===== src/pkg/cdt_pkg.sv =====
package cdt_pkg;

  // ==========================================================
  // register map (byte addresses on the register bus)
  localparam logic [7:0] CDT_OFF_CTRL = 8'h00;
  localparam logic [7:0] CDT_OFF_TXDATA = 8'h04;
  localparam logic [7:0] CDT_OFF_RXDATA = 8'h08;
  localparam logic [7:0] CDT_OFF_ENDSTS = 8'h0C;
  localparam logic [7:0] CDT_OFF_STAT = 8'h10;
  localparam logic [7:0] CDT_OFF_THRESH = 8'h14;
  localparam logic [7:0] CDT_OFF_DEVADDR = 8'h18;

  // ==========================================================
  // control field positions
  localparam int CDT_CTRL_DIR_READ = 0;
  localparam int CDT_CTRL_MODE_BURST = 1;
  localparam int CDT_CTRL_FORCE_BURST = 2;
  localparam int CDT_CTRL_START = 3;
  // status byte bit that marks channel end
  localparam int CDT_STS_CHAN_END = 4;

  // ==========================================================
  // reset values
  localparam logic [31:0] CDT_RST_CTRL = 32'h0000_0000;
  localparam logic [7:0] CDT_RST_DEVADDR = 8'h00;

  // ==========================================================
  // timing: control unit share of a connection that marks burst
  localparam int CDT_CLK_MHZ = 25;
  localparam int CDT_BURST_US = 32;
  localparam logic [31:0] CDT_BURST_CYC = 32'(CDT_BURST_US * CDT_CLK_MHZ);

  localparam logic [1:0] CDT_RESP_OKAY = 2'h0;
  localparam logic [1:0] CDT_RESP_DECERR = 2'h3;

  // ==========================================================
  // interface carriers
  typedef struct packed {
    logic op;
    logic sel;
    logic addr;
    logic cmd;
    logic svc;
  } cdt_out_tags_type;

  typedef struct packed {
    logic op;
    logic sts;
    logic svc;
  } cdt_in_tags_type;

  typedef struct packed {
    logic par;
    logic [7:0] data;
  } cdt_bus_type;

  typedef enum logic [2:0] {
    CDT_IDLE = 3'h0,
    CDT_CONN = 3'h1,
    CDT_SVC = 3'h3,
    CDT_SVC_DROP = 3'h2,
    CDT_STS = 3'h6,
    CDT_STS_DROP = 3'h7
  } cdt_state_type;

endpackage


===== src/hw/cdt_ctrl_unit.sv =====
`timescale 1ns/10ps

module cdt_ctrl_unit (
  // clock and reset
  input wire logic aclk,
  input wire logic aresetn,
  // register bus
  input wire logic [7:0] s_axi_awaddr,
  input wire logic s_axi_awvalid,
  output logic s_axi_awready,
  input wire logic [31:0] s_axi_wdata,
  input wire logic [3:0] s_axi_wstrb,
  input wire logic s_axi_wvalid,
  output logic s_axi_wready,
  output logic [1:0] s_axi_bresp,
  output logic s_axi_bvalid,
  input wire logic s_axi_bready,
  input wire logic [7:0] s_axi_araddr,
  input wire logic s_axi_arvalid,
  output logic s_axi_arready,
  output logic [31:0] s_axi_rdata,
  output logic [1:0] s_axi_rresp,
  output logic s_axi_rvalid,
  input wire logic s_axi_rready,
  // selection logic: connection obtained
  input wire logic sel_done,
  // channel side
  input wire cdt_pkg::cdt_out_tags_type out_tags,
  input wire cdt_pkg::cdt_bus_type bus_out,
  output cdt_pkg::cdt_in_tags_type in_tags,
  output cdt_pkg::cdt_bus_type bus_in
);
  import cdt_pkg::*;

  cdt_state_type state_reg, state_next;
  logic dir_read_reg, mode_sw_reg, force_cfg_reg, force_reg;
  logic op_active_reg, stopped_reg, stacked_reg, burst_reg;
  logic tx_pend_reg, rx_valid_reg, sts_pend_reg;
  logic [7:0] tx_data_reg, rx_data_reg, sts_byte_reg, dev_addr_reg;
  logic [31:0] thresh_reg, conn_cnt_reg;
  cdt_bus_type bus_in_reg;
  logic aw_hold_reg, w_hold_reg, bvalid_reg, rvalid_reg;
  logic [7:0] aw_addr_reg;
  logic [31:0] w_data_reg, rdata_reg;
  logic [1:0] bresp_reg, rresp_reg;
  logic op_in, tags_quiet, disc, want_data, hold_conn;
  logic wr_fire, rd_fire, rd_rx;

  // ==========================================================
  // channel tag decode
  assign tags_quiet = !out_tags.svc && !out_tags.cmd;
  // address out with hold dropped while connected is a disconnect
  assign disc = out_tags.addr && !out_tags.sel && state_reg != CDT_IDLE;
  // direction comes from the accepted command type
  assign want_data = dir_read_reg ? tx_pend_reg : !rx_valid_reg;
  // switch only counts once the channel lets go of hold out
  assign hold_conn = force_reg || (mode_sw_reg && op_active_reg);
  assign op_in = state_reg != CDT_IDLE && out_tags.op;

  // ==========================================================
  // connection sequencer
  always_comb begin
    state_next = state_reg;
    case (state_reg)
      CDT_IDLE: begin
        if (sel_done && out_tags.op) begin
          state_next = CDT_CONN;
        end
      end
      CDT_CONN: begin
        if (tags_quiet && sts_pend_reg) begin
          state_next = CDT_STS;
        end else if (tags_quiet && op_active_reg && !stopped_reg &&
                     want_data) begin
          state_next = CDT_SVC;
        end else if (!out_tags.sel && !hold_conn) begin
          state_next = CDT_IDLE;
        end
      end
      CDT_SVC: begin
        if (out_tags.svc || out_tags.cmd) begin
          state_next = CDT_SVC_DROP;
        end
      end
      CDT_SVC_DROP: begin
        if (tags_quiet) begin
          state_next = CDT_CONN;
        end
      end
      CDT_STS: begin
        if (out_tags.svc || out_tags.cmd) begin
          state_next = CDT_STS_DROP;
        end
      end
      CDT_STS_DROP: begin
        if (tags_quiet) begin
          state_next = CDT_CONN;
        end
      end
      default: state_next = CDT_IDLE;
    endcase
    if (!out_tags.op || disc) begin
      state_next = CDT_IDLE;
    end
  end

  always_ff @(posedge aclk) begin
    if (!aresetn) begin
      state_reg <= CDT_IDLE;
    end else begin
      state_reg <= state_next;
    end
  end

  // ==========================================================
  // inbound bus: loaded as an in tag is about to rise, so the
  // byte is stable the whole time the tag is up
  always_ff @(posedge aclk) begin
    if (!aresetn) begin
      bus_in_reg <= '0;
    end else if (state_reg == CDT_CONN && state_next == CDT_STS) begin
      bus_in_reg <= '{par: ~^sts_byte_reg, data: sts_byte_reg};
    end else if (state_reg == CDT_CONN && state_next == CDT_SVC) begin
      bus_in_reg.data <= dir_read_reg ? tx_data_reg : 8'h00;
      bus_in_reg.par <= dir_read_reg ? ~^tx_data_reg : 1'b1;
    end
  end

  // ==========================================================
  // operation state, stop and stacking
  always_ff @(posedge aclk) begin
    if (!aresetn) begin
      op_active_reg <= 1'b0;
      stopped_reg <= 1'b0;
      stacked_reg <= 1'b0;
    end else begin
      if (wr_fire && aw_addr_reg == CDT_OFF_CTRL &&
          w_data_reg[CDT_CTRL_START]) begin
        op_active_reg <= 1'b1;
        stopped_reg <= 1'b0;
      end
      if (state_reg == CDT_SVC && out_tags.cmd) begin
        stopped_reg <= 1'b1;
      end
      if (state_reg == CDT_STS && out_tags.cmd) begin
        stacked_reg <= 1'b1;
      end else if (state_reg == CDT_STS && out_tags.svc) begin
        stacked_reg <= 1'b0;
        if (sts_byte_reg[CDT_STS_CHAN_END]) begin
          op_active_reg <= 1'b0;
        end
      end
    end
  end

  // force burst holds operational in for the whole operation,
  // but a channel disconnect overrides it
  always_ff @(posedge aclk) begin
    if (!aresetn) begin
      force_reg <= 1'b0;
    end else if (disc || !op_active_reg) begin
      force_reg <= 1'b0;
    end else if (state_reg == CDT_IDLE && sel_done && force_cfg_reg) begin
      force_reg <= 1'b1;
    end
  end

  // ==========================================================
  // connection timer and mode classification
  always_ff @(posedge aclk) begin
    if (!aresetn) begin
      conn_cnt_reg <= '0;
      burst_reg <= 1'b0;
    end else if (state_reg == CDT_IDLE) begin
      conn_cnt_reg <= '0;
      if (state_next != CDT_IDLE) begin
        burst_reg <= 1'b0;
      end
    end else if (op_in) begin
      if (conn_cnt_reg != '1) begin
        conn_cnt_reg <= conn_cnt_reg + 32'h0000_0001;
      end
      if (conn_cnt_reg > thresh_reg) begin
        burst_reg <= 1'b1;
      end
    end
  end

  // ==========================================================
  // data and status holding; hardware set wins over software clear
  always_ff @(posedge aclk) begin
    if (!aresetn) begin
      rx_valid_reg <= 1'b0;
      rx_data_reg <= 8'h00;
    end else if (state_reg == CDT_SVC && out_tags.svc && !dir_read_reg) begin
      rx_valid_reg <= 1'b1;
      rx_data_reg <= bus_out.data;
    end else if (rd_rx) begin
      rx_valid_reg <= 1'b0;
    end
  end

  always_ff @(posedge aclk) begin
    if (!aresetn) begin
      tx_pend_reg <= 1'b0;
      tx_data_reg <= 8'h00;
    end else if (wr_fire && aw_addr_reg == CDT_OFF_TXDATA) begin
      tx_pend_reg <= 1'b1;
      tx_data_reg <= w_data_reg[7:0];
    end else if (state_reg == CDT_SVC && dir_read_reg &&
                 (out_tags.svc || out_tags.cmd)) begin
      // a stop drops the byte so it cannot leak into a later operation
      tx_pend_reg <= 1'b0;
    end
  end

  always_ff @(posedge aclk) begin
    if (!aresetn) begin
      sts_pend_reg <= 1'b0;
      sts_byte_reg <= 8'h00;
    end else if (wr_fire && aw_addr_reg == CDT_OFF_ENDSTS) begin
      sts_pend_reg <= 1'b1;
      sts_byte_reg <= w_data_reg[7:0];
    end else if (state_reg == CDT_STS && (out_tags.svc || out_tags.cmd)) begin
      sts_pend_reg <= 1'b0;
    end
  end

  // ==========================================================
  // configuration registers
  always_ff @(posedge aclk) begin
    if (!aresetn) begin
      dir_read_reg <= CDT_RST_CTRL[CDT_CTRL_DIR_READ];
      mode_sw_reg <= CDT_RST_CTRL[CDT_CTRL_MODE_BURST];
      force_cfg_reg <= CDT_RST_CTRL[CDT_CTRL_FORCE_BURST];
      thresh_reg <= CDT_BURST_CYC;
      dev_addr_reg <= CDT_RST_DEVADDR;
    end else if (wr_fire) begin
      // direction may not change in the middle of a transfer
      if (aw_addr_reg == CDT_OFF_CTRL && state_reg == CDT_IDLE) begin
        dir_read_reg <= w_data_reg[CDT_CTRL_DIR_READ];
        mode_sw_reg <= w_data_reg[CDT_CTRL_MODE_BURST];
        force_cfg_reg <= w_data_reg[CDT_CTRL_FORCE_BURST];
      end
      if (aw_addr_reg == CDT_OFF_THRESH) begin
        thresh_reg <= w_data_reg;
      end
      if (aw_addr_reg == CDT_OFF_DEVADDR) begin
        dev_addr_reg <= w_data_reg[7:0];
      end
    end
  end

  // ==========================================================
  // register bus slave: address and data taken in either order
  assign wr_fire = aw_hold_reg && w_hold_reg && !bvalid_reg;
  assign rd_fire = s_axi_arvalid && !rvalid_reg;
  assign rd_rx = rd_fire && s_axi_araddr == CDT_OFF_RXDATA;

  always_ff @(posedge aclk) begin
    if (!aresetn) begin
      aw_hold_reg <= 1'b0;
      w_hold_reg <= 1'b0;
      bvalid_reg <= 1'b0;
      aw_addr_reg <= 8'h00;
      w_data_reg <= 32'h0000_0000;
      bresp_reg <= CDT_RESP_OKAY;
    end else begin
      if (s_axi_awvalid && !aw_hold_reg) begin
        aw_hold_reg <= 1'b1;
        aw_addr_reg <= s_axi_awaddr;
      end
      if (s_axi_wvalid && !w_hold_reg) begin
        w_hold_reg <= 1'b1;
        w_data_reg <= s_axi_wdata;
      end
      if (wr_fire) begin
        aw_hold_reg <= 1'b0;
        w_hold_reg <= 1'b0;
        bvalid_reg <= 1'b1;
        bresp_reg <= (aw_addr_reg > CDT_OFF_DEVADDR ||
                      aw_addr_reg[1:0] != 2'h0 ||
                      aw_addr_reg == CDT_OFF_RXDATA ||
                      aw_addr_reg == CDT_OFF_STAT) ?
                     CDT_RESP_DECERR : CDT_RESP_OKAY;
      end else if (bvalid_reg && s_axi_bready) begin
        bvalid_reg <= 1'b0;
      end
    end
  end

  always_ff @(posedge aclk) begin
    if (!aresetn) begin
      rvalid_reg <= 1'b0;
      rdata_reg <= 32'h0000_0000;
      rresp_reg <= CDT_RESP_OKAY;
    end else if (rd_fire) begin
      rvalid_reg <= 1'b1;
      rresp_reg <= CDT_RESP_OKAY;
      case (s_axi_araddr)
        CDT_OFF_CTRL: rdata_reg <= {28'h000_0000, op_active_reg,
          force_cfg_reg, mode_sw_reg, dir_read_reg};
        CDT_OFF_TXDATA: rdata_reg <= {24'h00_0000, tx_data_reg};
        CDT_OFF_RXDATA: rdata_reg <= {24'h00_0000, rx_data_reg};
        CDT_OFF_ENDSTS: rdata_reg <= {24'h00_0000, sts_byte_reg};
        CDT_OFF_STAT: rdata_reg <= {22'h00_0000, state_reg, force_reg,
          burst_reg, stacked_reg, stopped_reg, sts_pend_reg,
          rx_valid_reg, tx_pend_reg};
        CDT_OFF_THRESH: rdata_reg <= thresh_reg;
        CDT_OFF_DEVADDR: rdata_reg <= {23'h00_0000, ~^dev_addr_reg,
          dev_addr_reg};
        default: begin
          rdata_reg <= 32'h0000_0000;
          rresp_reg <= CDT_RESP_DECERR;
        end
      endcase
    end else if (rvalid_reg && s_axi_rready) begin
      rvalid_reg <= 1'b0;
    end
  end

  assign s_axi_awready = !aw_hold_reg;
  assign s_axi_wready = !w_hold_reg;
  assign s_axi_bvalid = bvalid_reg;
  assign s_axi_bresp = bresp_reg;
  assign s_axi_arready = !rvalid_reg;
  assign s_axi_rvalid = rvalid_reg;
  assign s_axi_rdata = rdata_reg;
  assign s_axi_rresp = rresp_reg;

  // ==========================================================
  // channel outputs
  assign in_tags = '{op: op_in,
                     sts: state_reg == CDT_STS && out_tags.op,
                     svc: state_reg == CDT_SVC && out_tags.op};
  assign bus_in = bus_in_reg;

  // ==========================================================
  // checks
  a_svc_held: assert property (@(posedge aclk) disable iff (!aresetn)
    in_tags.svc && tags_quiet && out_tags.op && !disc |=> in_tags.svc)
    else $error("service in dropped before answer");
  a_bus_stable: assert property (@(posedge aclk) disable iff (!aresetn)
    in_tags.svc && $past(in_tags.svc) |-> $stable(bus_in))
    else $error("inbound bus changed under service in");
  a_rx_capture: assert property (@(posedge aclk) disable iff (!aresetn)
    in_tags.svc && out_tags.svc && !dir_read_reg
    |=> rx_valid_reg && rx_data_reg == $past(bus_out.data))
    else $error("outbound byte not captured");
  a_op_follows: assert property (@(posedge aclk) disable iff (!aresetn)
    $fell(out_tags.op) |=> state_reg == CDT_IDLE && !in_tags.op)
    else $error("operational in outlived operational out");
  a_no_early_disc: assert property (@(posedge aclk) disable iff (!aresetn)
    in_tags.op && out_tags.sel ##1 (out_tags.op && !disc)
    |-> in_tags.op)
    else $error("disconnect while hold out up");
  a_force_hold: assert property (@(posedge aclk) disable iff (!aresetn)
    in_tags.op && force_reg && !disc ##1 (out_tags.op && !disc)
    |-> in_tags.op)
    else $error("forced burst connection dropped");
  a_disc_clear: assert property (@(posedge aclk) disable iff (!aresetn)
    disc |=> !force_reg && !in_tags.op)
    else $error("disconnect did not clear force burst");
  a_stop_quiet: assert property (@(posedge aclk) disable iff (!aresetn)
    in_tags.svc && out_tags.cmd |=> !in_tags.svc [*2])
    else $error("service in after stop");
  a_sts_first: assert property (@(posedge aclk) disable iff (!aresetn)
    state_reg == CDT_CONN && sts_pend_reg && tags_quiet && out_tags.op &&
    !disc |=> in_tags.sts && bus_in.data == $past(sts_byte_reg))
    else $error("pending status not presented");
  a_burst_mark: assert property (@(posedge aclk) disable iff (!aresetn)
    in_tags.op && conn_cnt_reg > thresh_reg && state_reg != CDT_IDLE
    |=> burst_reg)
    else $error("long connection not marked burst");
  a_sts_answer: assert property (@(posedge aclk) disable iff (!aresetn)
    in_tags.sts && out_tags.svc |=> !in_tags.sts && !sts_pend_reg)
    else $error("accepted status not retired");
  a_bus_parity: assert property (@(posedge aclk) disable iff (!aresetn)
    in_tags.svc || in_tags.sts |-> ^bus_in)
    else $error("inbound bus parity not odd");

endmodule // cdt_ctrl_unit


===== config.mk =====
export PLATFORM = sky130hd
export DESIGN_NAME = cdt_ctrl_unit
export DESIGN_NICKNAME = d
export VERILOG_FILES = /design/src/pkg/cdt_pkg.sv /design/src/hw/cdt_ctrl_unit.sv
export SDC_FILE = /design/constraint.sdc
export NUM_CORES = 1
export LEC_CHECK = 0
export ABC_AREA = 0
export CAP_MARGIN = 20
export CORE_MARGIN = 2
export CORE_UTILIZATION = 60
export CTS_BUF_LIST = sky130_fd_sc_hd__clkbuf_8
export DETAILED_ROUTE_END_ITERATION = 7
export DONT_BUFFER_PORTS = 1
export PLACE_DENSITY = 0.85
export REMOVE_ABC_BUFFERS = 1
export SYNTH_ARGS = -nofsm -noshare
export SYNTH_HDL_FRONTEND = slang
export SYNTH_SLANG_ARGS = --single-unit

===== constraint.sdc =====
create_clock -name aclk -period 2.44 [get_ports aclk]
set_clock_uncertainty 0.2 [all_clocks]
set_input_delay 0.244 -clock aclk [delete_from_list [all_inputs] [get_ports aclk]]
set_output_delay 0.244 -clock aclk [all_outputs]
set_load 0.01 [all_outputs]

Yosys cells after proc, flatten, opt, wreduce, memory -nomap -nowiden --
Index checks and enable logic that the tools add are counted.
Word-level totals: flip-flop bits (word level) 199, bits in latches 0, bits in writable memories 0, memory bits (read-only) 0, bits of input ports 74, output and inout bits 53, logic and storage cells 180, memories kept 0
Cells by class: add/sub/neg operators 1, multiply operators 0, div/mod/pow operators 0, order comparisons 2, equality and inequality tests 21, shift-type cells 0, muxes and demuxes 39, bitwise gates (word level) 1, reductions and logical operators 87
Operators by type and width (number):
- one-hot mux 32 bit (7 select lines) | 1
- equality test 8 x 5 -> 1 bit (second input constant) | 6
- logical AND 1 bit | 38
- adder 32 x 1 -> 32 bit (second input constant) | 1
- equality test 8 x 4 -> 1 bit (second input constant) | 4
- greater-than comparator 32 bit | 1
- inequality test 32 bit (second input constant) | 1
- 2-to-1 mux 1 bit | 24
- 2-to-1 mux 3 bit | 8
- XNOR reduction 8 bit | 3
- nonzero test 2 bit | 11
- 2-to-1 mux 9 bit | 2
- equality test 8 x 3 -> 1 bit (second input constant) | 2
- zero test 8 bit | 2
- one-hot mux 3 bit (5 select lines) | 1
- zero test 1 bit | 13
- equality test 3 x 2 -> 1 bit (second input constant) | 3
- equality test 3 bit (second input constant) | 3
- greater-than comparator 8 x 5 -> 1 bit (second input constant) | 1
- 2-to-1 mux 8 bit | 1
- AND reduction 2 bit | 4
- OR reduction 2 bit | 4
- logical OR 1 bit | 7
- OR reduction 7 bit | 1
- other kinds (7) | 9

Depth between registers and ports, before layout --
Gate-level depths: netlist of run 1.
depth in word-level cells 13, gate-level depth with buffers 8, gate-level depth less buffers 8

Worst setup path before layout of run 1 --
Ideal clock, no wire load.
path type register to register, start point reg aw_addr_reg[7], end point reg dev_addr_reg[0], library setup time 0.128 ns, arrival time 1.819 ns, data required time 2.112 ns, path slack 0.293 ns, stages on the path, launching flop included 6, path buffers 0, clock period less this slack 2.147 ns, cells stage by stage dfxtp_1 -> or4_1 -> or3_4 -> nor3_4 -> mux2i_1 -> nor2_1
Between the ends: longest elaborated chain between the ends 2
RTL lines:
- start: declaration | RTL line cdt_ctrl_unit.sv:43 | logic [7:0] aw_addr_reg;
- start signal: assignment | RTL line cdt_ctrl_unit.sv:271 | aw_addr_reg <= s_axi_awaddr;
- equality test 8 x 5 -> 1 bit | RTL line cdt_ctrl_unit.sv:248 | if (aw_addr_reg == CDT_OFF_DEVADDR) begin
- AND reduction 2 bit (no source line)
- end signal: assignment | RTL line cdt_ctrl_unit.sv:249 | dev_addr_reg <= w_data_reg[7:0];
- end: declaration | RTL line cdt_ctrl_unit.sv:39 | logic [7:0] tx_data_reg, rx_data_reg, sts_byte_reg, dev_addr_reg;
No other way between the ends. A chain may end at the register's enable or synchronous reset.

Worst setup path in the final report of run 1 --
start point reg op_active_reg, end point reg bus_in_reg (netlist bit bus_in[4])
Between the ends: longest elaborated chain between the ends 12, elaborated cells between the ends (all ways) 18, classes of those cells eq/ne: 2; mux: 6; reduce/logical: 10
RTL lines:
- start: declaration | RTL line cdt_ctrl_unit.sv:37 | logic op_active_reg, stopped_reg, stacked_reg, burst_reg;
- start signal: assignment | RTL line cdt_ctrl_unit.sv:133 | op_active_reg <= 1'b0;
- start signal: assignment | RTL line cdt_ctrl_unit.sv:139 | op_active_reg <= 1'b1;
- start signal: assignment | RTL line cdt_ctrl_unit.sv:150 | op_active_reg <= 1'b0;
- logical AND 1 bit | RTL line cdt_ctrl_unit.sv:57 | assign hold_conn = force_reg || (mode_sw_reg && op_active_reg);
- logical OR 1 bit | RTL line cdt_ctrl_unit.sv:57
- zero test 1 bit | RTL line cdt_ctrl_unit.sv:76 | end else if (!out_tags.sel && !hold_conn) begin
- logical AND 1 bit | RTL line cdt_ctrl_unit.sv:76
- 2-to-1 mux 3 bit | RTL line cdt_ctrl_unit.sv:76
- 2-to-1 mux 3 bit * | RTL line cdt_ctrl_unit.sv:73 | end else if (tags_quiet && op_active_reg && !stopped_reg &&
- 2-to-1 mux 3 bit * | RTL line cdt_ctrl_unit.sv:71 | if (tags_quiet && sts_pend_reg) begin
- one-hot mux 3 bit (5 select lines) * | RTL line cdt_ctrl_unit.sv:64 | case (state_reg)
- 2-to-1 mux 3 bit * | RTL line cdt_ctrl_unit.sv:102 | if (!out_tags.op || disc) begin
- equality test 3 bit / equality test 3 x 2 -> 1 bit (equally long branches) | RTL line cdt_ctrl_unit.sv:121, cdt_ctrl_unit.sv:123
- logical AND 1 bit (on tied branches) | RTL line cdt_ctrl_unit.sv:121, cdt_ctrl_unit.sv:123
- 2-to-1 mux 9 bit / nonzero test 2 bit (equally long branches)
- end signal: assignment | RTL line cdt_ctrl_unit.sv:122 | bus_in_reg <= '{par: ~^sts_byte_reg, data: sts_byte_reg};
- end: declaration | RTL line cdt_ctrl_unit.sv:41 | cdt_bus_type bus_in_reg;
Every way passes the cells marked *; elsewhere a longest branch is shown, timed or not.

==> flow_summary_export.csv, run 1 <==
group,metric,value,unit
outcome,status,"complete, no violations",
routing,drt_iter0_markers,815,
synthesis,synth-edff-count,0,
timing,fmax,424,MHz
layout,nets,1248,
clock_network,clock_latency,480,ps
grt,top_usage_layer,"met2",
timing,min_period_over_period,96.7,%
synthesis,seq_area_frac_synth,43.5,%
synthesis,synthFlopType,"dfxtp_1",
synthesis,async_flop_share,0,%
layout,fillers,1084,
layout,layout.cells.non_filler,1337,
critical_path,worstPathArrival,2530,ps
synthesis,synth_top_cells_by_area,"dfxtp_1 (43%), nand2_1 (7.4%), a21oi_1 (5.4%), nor2_1 (4.9%), ha_1 (4.6%)",
synthesis,ys_ff_latch,197,
critical_path,crit_type,"reg -> reg",
placement,port_buffers,0,
critical_path,critPathMaxFanout,5,
layout,area.growth.synth_to_final,15.5,%
power_and_ir_drop,p_per_area,560,nW/um2
grt,grt_pass1_wl,39.1,mm
clock_network,tritoncts,"done",
critical_path,cp-start-kind,"register",
synthesis,synth.cell_area,9070,um2
critical_path,crit_buf_inv,0,
routing,postRouteAntennaNets,0,
die,rows,44,
die,die_y,127,um
timing,tightest_slew,1070,ps
timing,hold_viol_final,0,
timing,final.min_clock_period,2360,ps
timing,setup_violations,0,
routing,wl_per_cell,17.8,um
clock_network,clock-root-buffer,"clkbuf_8",
critical_path,slowest_stage,"or4b_1",
clock_network,clkTransAtPathRegs,100,ps
grt,first_global_vias,7880,
clock_network,clockBufferDepth,2,
die,die_w,127,um
grt,grtUsageMet2,47.6,%
grt,overflow,0,
routing,drt_pass1_iterations,6,
flow_run,maxCapViolCount,0,
clock_network,cts.sinks,197,
clock_network,post-cts-setup-buffers,0,
routing,wirelength,23.8,mm
timing,drv_slew,0,
critical_path,cp-end-kind,"register",
die,die-area,16100,um2
routing,via_per_inst,6.07,
die,initial_utilization,61.9,%
critical_path,crit_family,"simple AND/OR/NAND/NOR gates",
worst_hold_path,min_path_type,"in -> reg",
placement,globalplace.congestion,0.932,
die,num_io_pins,127,
routing,post-route-drc-count,0,
timing,fin_tns_setup,0,ps
synthesis,yosys.cell_types.count,61,
grt,use_met3,7.17,%
placement,post-place-cells,1239,
synthesis,syn_area_per_cell,8.41,um2
synthesis,synth_top_area_share,43.5,%
placement,dp_hpwl,15.6,mm
grt,grt_usage,30.3,%
synthesis,postSynthCellCount,1079,
routing,vias,8121,
timing,slew_headroom,29.0,%
critical_path,worst_ep_required_time,2610,ps
layout,drive_above_1_share,8.50,%
synthesis,synth_warnings,0,
grt,grt_max_degree,84,
grt,antenna_found_initial,0,
timing,grt_setup_unrepaired,"yes",
power_and_ir_drop,cellLeakagePower,3.87,nW
grt,grtUsageMet1,40.6,%
layout,final_area,10500,um2
power_and_ir_drop,peakVddDrop,0.000524,V
clock_network,htreeDepth,4,
clock_network,cts_buffers,17,
critical_path,max_stage_delay,520,ps
layout,antennaDiodeCount,0,
layout,final_common_cell,"dfxtp_1",
placement,placed_cell_area,9350,um2
layout,mostFrequentLayoutCells,"dfxtp_1 (197), nand2_1 (180), nor2_1 (118)",
critical_path,cp_cell_sequence,"or4b_1 -> o31ai_2 -> a311oi_2 -> and2_1 -> a221oi_1 -> nor2_1",
synthesis,yosysTopAreaCell,"dfxtp_1",
die,coreArea,14600,um2
==> synthesized netlist by cell type, types with 10 or more instances <==
| library cell | count |
|---|---|
| nand4_1 | 25 |
| and3_1 | 10 |
| nor2_1 | 119 |
| dfxtp_1 | 197 |
| nand3_1 | 23 |
| nor2b_1 | 12 |
| a211oi_1 | 10 |
| xor2_1 | 23 |
| a22oi_1 | 24 |
| inv_1 | 45 |
| xnor2_1 | 29 |
| o21ai_0 | 27 |
| a21oi_1 | 97 |
| nand2_1 | 180 |
| nor3_1 | 17 |
| ha_1 | 33 |
| mux2i_1 | 39 |
| clkbuf_1 | 40 |
==> per-stage QoR <==
| step | hold slack (ps) | power [mW] | utilization [%] | worst slack [ps] |
|---|---|---|---|---|
| 4_1_cts | 2.87 | 5.87 | 71.2 | 11.4 |
| 5_1_grt | 48.0 | 6.04 | 71.5 | -34.9 |
| 3_5_place_dp | 145 | 3.62 | 63.9 | 125 |
| 3_3_place_gp | 142 | 3.61 | 63.9 | 141 |
| 2_1_floorplan | 133 | 3.53 | - | -930 |
| 6_report | 35.5 | 5.87 | 71.5 | 81.1 |
==> area by class of cell <==
| type | instances | area, um2 | share of cell area (%) |
|---|---|---|---|
| Inverter | 45 | 171 | 1.64 |
| Timing Repair Buffer | 103 | 981 | 9.37 |
| Clock buffer | 19 | 262 | 2.50 |
| Tap cell | 184 | 230 | 2.20 |
| Clock inverter | 12 | 150 | 1.43 |
| Multi-Input combinational cell | 777 | 4740 | 45.2 |
| Sequential cell | 197 | 3940 | 37.7 |
==> worst paths after layout <==
path,from,to,slack [ps],cells past startpoint
worst max-delay path,op_active_reg,bus_in[4],80,6
worst min-delay path,s_axi_araddr[4],s_axi_rdata[4],40,4
worst max register to register,op_active_reg,bus_in[4],80,6
worst min register to register,w_data_reg[30],thresh_reg[30],260,2
==> routing by layer <==
metal  part of all wire, %  wire length (um)
met5                     0                 0
met4                   2.8               655
met3                   9.1              2170
met2                    45             10800
met1                    43             10100
==> where the power goes <==
group	internal, mW	switching, mW	total [mW]
combinational	0.154	0.191	0.345
clock	1.06	1.15	2.21
sequential	3.26	0.0531	3.31
total	4.48	1.39	5.87
==> worst min-delay path, delay by kind of cell <==
family             cells  cell delay [ps]
AOI/OAI and AO/OA      2              230
and+or+nand+nor        2              210
==> cells by family (layout without fill, tap and decap cells) <==
kind of cell,Yosys count,in the layout,share of synthesized area [%]
xor+xnor,52,52,5.02
buf+inv,105,179,4.87
compound gates,211,211,14.3
fa+ha+maj,33,33,4.55
flops,197,197,43.5
mux,49,49,5.92
simple gates,432,432,21.9
==> repair_timing <==
action,in CTS,in global routing
hold buffers,67,0
setup endpoints to repair,0,23
endpoints found under the hold margin,134,0
gates resized for setup,0,9
(Power assumes the default switching activity.)
==> run 2, diff against run 1 <==
--- a/config.mk
+++ b/config.mk
@@ -8,11 +8,11 @@
 export ABC_AREA = 0
 export CAP_MARGIN = 20
 export CORE_MARGIN = 2
-export CORE_UTILIZATION = 60
+export CORE_UTILIZATION = 50
 export CTS_BUF_LIST = sky130_fd_sc_hd__clkbuf_8
 export DETAILED_ROUTE_END_ITERATION = 7
 export DONT_BUFFER_PORTS = 1
-export PLACE_DENSITY = 0.85
+export PLACE_DENSITY = 0.74
 export REMOVE_ABC_BUFFERS = 1
 export SYNTH_ARGS = -nofsm -noshare
 export SYNTH_HDL_FRONTEND = slang
==> run 2 against run 1 <==
  * The flow now finishes with violations (negative hold slack)
  * Power decreased by 4.6%
  * Sequential power about the same
  * Count of clock-buffer cells in the layout decreased by 2
  * Final area increased by 1.1%
  * Utilization decreased by 12 points
  * Non-clock buffer count increased by 9
  * Sequential cell count unchanged
  * Die area increased by 19%
  * Global-route usage decreased by 5.7 points
  * Largest cell class unchanged
  * Largest power group unchanged
==> flow_summary_export.csv, run 2 (synthesis results as in run 1) <==
group,metric,value,unit
die,die_w,139,um
routing,via_per_inst,5.70,
routing,wl_per_cell,17.1,um
timing,fmax,416,MHz
clock_network,clkTransAtPathRegs,100,ps
routing,drt_iter0_markers,738,
critical_path,slowest_stage,"dlygate4sd3_1",
critical_path,max_stage_delay,620,ps
timing,hold_viol_final,1,
critical_path,crit_family,"simple AND/OR/NAND/NOR gates",
routing,wirelength,23.8,mm
layout,final_common_cell,"dfxtp_1",
die,rows,49,
grt,first_global_vias,7561,
power_and_ir_drop,p_per_area,529,nW/um2
critical_path,cp_cell_sequence,"dlygate4sd3_1 -> or4b_1 -> o31ai_2 -> and4_4 -> inv_1 -> a221oi_1 -> nor2_1",
placement,port_buffers,0,
timing,fin_tns_setup,0,ps
grt,grt_pass1_wl,38.6,mm
die,coreArea,17900,um2
layout,drive_above_1_share,8.52,%
die,initial_utilization,50.7,%
critical_path,crit_type,"in -> reg",
outcome,violations,"negative hold slack",
layout,mostFrequentLayoutCells,"dfxtp_1 (196), nand2_1 (180), nor2_1 (118)",
critical_path,worst_ep_required_time,2610,ps
placement,globalplace.congestion,0.929,
clock_network,htreeDepth,4,
worst_hold_path,min_path_type,"in -> reg",
layout,antennaDiodeCount,0,
die,die_y,139,um
grt,overflow,0,
timing,setup_violations,0,
die,num_io_pins,127,
critical_path,cp-start-kind,"primary input",
power_and_ir_drop,power,5.60,mW
flow_run,maxCapViolCount,0,
critical_path,crit_buf_inv,2,
critical_path,worstPathArrival,2570,ps
clock_network,cts_buffers,17,
power_and_ir_drop,cellLeakagePower,3.88,nW
die,die-area,19200,um2
timing,drv_slew,0,
grt,grt_max_degree,70,
layout,area.growth.synth_to_final,16.7,%
grt,antenna_found_initial,0,
critical_path,critPathMaxFanout,6,
timing,final.min_clock_period,2400,ps
clock_network,cts.sinks,197,
timing,tightest_slew,839,ps
critical_path,cp-end-kind,"register",
layout,nets,1257,
routing,post-route-drc-count,0,
outcome,status,"finished, violations left",
timing,slew_headroom,44.0,%
grt,grt_usage,24.6,%
routing,vias,7933,
routing,drt_pass1_iterations,5,
clock_network,clockBufferDepth,2,
timing,hold_ws,-19.5,ps
timing,min_period_over_period,98.6,%
routing,postRouteAntennaNets,0,
clock_network,clock-root-buffer,"clkbuf_8",
placement,dp_hpwl,16.0,mm
power_and_ir_drop,peakVddDrop,0.000358,V
clock_network,tritoncts,"done",
clock_network,clock_latency,470,ps
## run 2: what timing repair did
item,in CTS,in global routing
buffers inserted,0,1
pin swaps,0,2
setup endpoints to repair,5,28
hold buffers,76,0
resized for setup,1,17
hold endpoints to repair,112,0
## run 2: routing by layer
metal | share of wire, % | global-route usage, % | up-vias
met5 | 0 | 0 | -
met2 | 45 | 38.5 | 315
met4 | 2.4 | 8.98 | 0
met3 | 8.3 | 6.15 | 54
li1 | - | - | 3862
met1 | 45 | 33.2 | 3702
## run 2: layout make-up
class | instances | area [um2]
clock buffers | 17 | 234
clock inverters | 14 | 116
fillers | 1596 | 7320
inverters | 45 | 171
multi-input cells | 777 | 4760
flip-flops and latches | 197 | 3950
well taps | 229 | 287
repair buffers | 112 | 1080
## run 2: path summary, 6_finish.rpt
check / startpoint / end / slack [ps] / cells past startpoint
worst max-delay path: out_tags[0] / bus_in[3] / 40 / 7
worst min-delay path: out_tags[0] / rx_valid_reg / -20 / 4
worst min register to register: thresh_reg[2] / thresh_reg[2] / 260 / 2
worst max register to register: stopped_reg / bus_in[3] / 90 / 6
## run 2: through the flow
step / area [um2] / hold WS (ps) / cells / utilization, % / setup WS, ps
after floorplan: 8800 / 133 / 1019 / - / -930
after global placement: 9400 / 140 / 1283 / 52.5 / 49.5
after detailed placement: 9400 / 149 / 1283 / 52.5 / -41.7
after CTS: 10500 / 1.48 / 1390 / 58.7 / 19.4
after global routing: 10600 / 17.8 / 1391 / 59.1 / -51.9
final: 10600 / -19.5 / 1391 / 59.1 / 35.2
## run 2: where the power goes
part | leakage [nW] | switching [mW] | internal, mW | total [mW]
sequential | 1.59 | 0.0537 | 3.26 | 3.31
combinational | 2.10 | 0.189 | 0.165 | 0.354
clock | 0.183 | 1.14 | 0.795 | 1.93
## run 2: worst min-delay path, stage by stage
cell and delay (ps):
nor3b_2 150, buf_6 130, a21oi_1 30, nor2_1 70
==> run 3, diff against run 2 <==
--- a/config.mk
+++ b/config.mk
@@ -7,6 +7,7 @@
 export LEC_CHECK = 0
 export ABC_AREA = 0
 export CAP_MARGIN = 20
+export CORE_ASPECT_RATIO = 2
 export CORE_MARGIN = 2
 export CORE_UTILIZATION = 50
 export CTS_BUF_LIST = sky130_fd_sc_hd__clkbuf_8
==> constraint.sdc (replaced) <==
create_clock -name aclk -period 2.44 [get_ports aclk]
set_clock_uncertainty 0.2 [all_clocks]
set_input_delay 0.244 -clock aclk [delete_from_list [all_inputs] [get_ports aclk]]
set_output_delay 0.244 -clock aclk [all_outputs]
set_load 0.1 [all_outputs]
==> run 3 against run 2 <==
  * Sequential share of layout area fell by 1.6 points
  * Critical endpoint is now bus_in[7]
  * Count of clock-buffer cells in the layout did not move
  * Largest power group unchanged
  * Global-route usage rose by 3.7 points
  * Utilization rose by 3.1 points
  * Maximum frequency rose by 2.2%
  * Final area rose by 4.6%
  * Wire length rose by 15%
  * The run now ends clean
==> flow_summary_export.csv, run 3 (synthesis results as in run 1) <==
group,metric,value,unit
outcome,status,"complete, no violations",
timing,grt_setup_unrepaired,"no",
clock_network,clockBufferDepth,2,
clock_network,clkTransAtPathRegs,110,ps
critical_path,cp-start-kind,"register",
grt,antenna_found_initial,0,
timing,slew_headroom,37.3,%
critical_path,rr_startpoint,"stopped_reg",
critical_path,cp-end-kind,"register",
grt,first_global_vias,8349,
placement,placed_cell_area,9830,um2
critical_path,regToRegSetupSlack,90,ps
die,coreArea,17800,um2
layout,fillers,1537,
timing,min_period_over_period,96.5,%
layout,antennaDiodeCount,0,
layout,drive_above_1_share,13.8,%
routing,postRouteAntennaNets,0,
layout,area.growth.synth_to_final,22.1,%
die,die-area,19300,um2
grt,overflow,0,
critical_path,rr_endpoint,"bus_in[7]",
critical_path,worstPathArrival,2510,ps
clock_network,tritoncts,"done",
routing,wl_per_cell,19.2,um
power_and_ir_drop,power,6.07,mW
critical_path,reg2regPathDepth,6,
timing,drv_slew,0,
die,rows,69,
placement,dp_hpwl,19.1,mm
layout,layout.cells.non_filler,1432,
layout,mostFrequentLayoutCells,"dfxtp_1 (191), nand2_1 (180), nor2_1 (118)",
timing,tightest_slew,940,ps
die,die_w,99.2,um
grt,grt_usage,28.3,%
die,die_y,194,um
critical_path,critPathMaxFanout,6,
flow_run,maxCapViolCount,0,
placement,port_buffers,0,
routing,post-route-drc-count,0,
worst_hold_path,min-delay-start,"s_axi_arvalid",
die,num_io_pins,127,
timing,final.min_clock_period,2350,ps
grt,grt_pass1_wl,42.9,mm
placement,globalplace.congestion,0.957,
clock_network,htreeDepth,4,
routing,wirelength,27.5,mm
power_and_ir_drop,cellLeakagePower,4.23,nW
grt,grt_max_degree,74,
die,initial_utilization,51.0,%
clock_network,cts_buffers,17,
routing,via_per_inst,5.84,
routing,vias,8359,
worst_hold_path,worstHoldEndpoint,"s_axi_rdata[2]",
routing,drt_iter0_markers,471,
critical_path,crit_type,"reg -> reg",
timing,fmax,425,MHz
clock_network,cts.sinks,197,
layout,final_area,11100,um2
critical_path,worst_ep_required_time,2590,ps
placement,post-place-cells,1327,
clock_network,clock_latency,470,ps
worst_hold_path,min_path_cells,4,
layout,nets,1313,
timing,hold_viol_final,0,
power_and_ir_drop,p_per_area,548,nW/um2
timing,setup_violations,0,
power_and_ir_drop,peakVddDrop,0.000333,V
worst_hold_path,min_path_type,"in -> reg",
routing,drt_pass1_iterations,5,
layout,final_common_cell,"dfxtp_1",
clock_network,clock-root-buffer,"clkbuf_8",
## run 3: cell count changes in the layout (fill, tap and decap cells not counted), sizes merged
| cell | delta |
|---|---|
| clkinv | -1 |
| clkinvlp | -2 |
| inv | +3 |
| buf | +59 |
| dlygate4sd3 | -2 |
| bufinv | +1 |
| dlymetal6s4s | -1 |
## run 3: layout make-up
type                    count  area, um2  area share [%]
repair buffers            168       1500            13.5
inverters                  45        171            1.55
multi-input cells         777       4750            42.9
well taps                 213        267            2.41
clock inverters            15        205            1.85
flip-flops and latches    197       3950            35.7
clock buffers              17        234            2.11
## run 3: worst max-delay path, cell delays in order, from the launching register on
cell      delay [ps]
dfxtp_1          350
or4b_1           580
o31ai_2          320
and4_1           280
inv_1            120
nor2_2           260
a211oi_1         130
## run 3: worst max-delay path by stage
stage | slack (ps) | from | to | cells past startpoint
global placement | 20 | op_active_reg | bus_in[7] | 6
detailed placement | 8 | op_active_reg | bus_in[7] | 6
CTS | 9 | out_tags[1] | bus_in[0] | 7
finish | 90 | stopped_reg | bus_in[7] | 6
global route | 3 | stopped_reg | bus_in[1] | 6
floorplan | -1530 | s_axi_rvalid | s_axi_rdata[10] | 5
## run 3: per-layer routing
metal	part of all wire (%)	GRT usage, %
met5	0	0
met2	55	53.1
met3	4.1	4.10
met1	34	27.6
met4	7.2	19.2
## run 3: where the power goes
part	switching, mW	internal (mW)
logic	0.278	0.173
registers	0.0495	3.26
clock network	1.32	0.983
total	1.65	4.42
## run 3: metrics by stage
| step | util, % | hold slack, ps | setup TNS [ps] | setup slack [ps] |
|---|---|---|---|---|
| floorplan | - | 133 | -74900 | -1530 |
| global placement | 55.3 | 144 | 0 | 21.7 |
| detailed placement | 55.3 | 143 | 0 | 7.71 |
| CTS | 61.9 | 4.79 | 0 | 8.65 |
| global route | 62.3 | 29.6 | 0 | 3.35 |
| finish | 62.3 | 32.3 | 0 | 86.3 |
## run 3: repair_timing
item | 4_1_cts | 5_1_grt
pin swaps | 0 | 4
resized for setup | 1 | 19
hold endpoints to repair | 110 | 0
setup buffers | 0 | 0
setup endpoints to repair | 2 | 15
hold buffers | 73 | 0
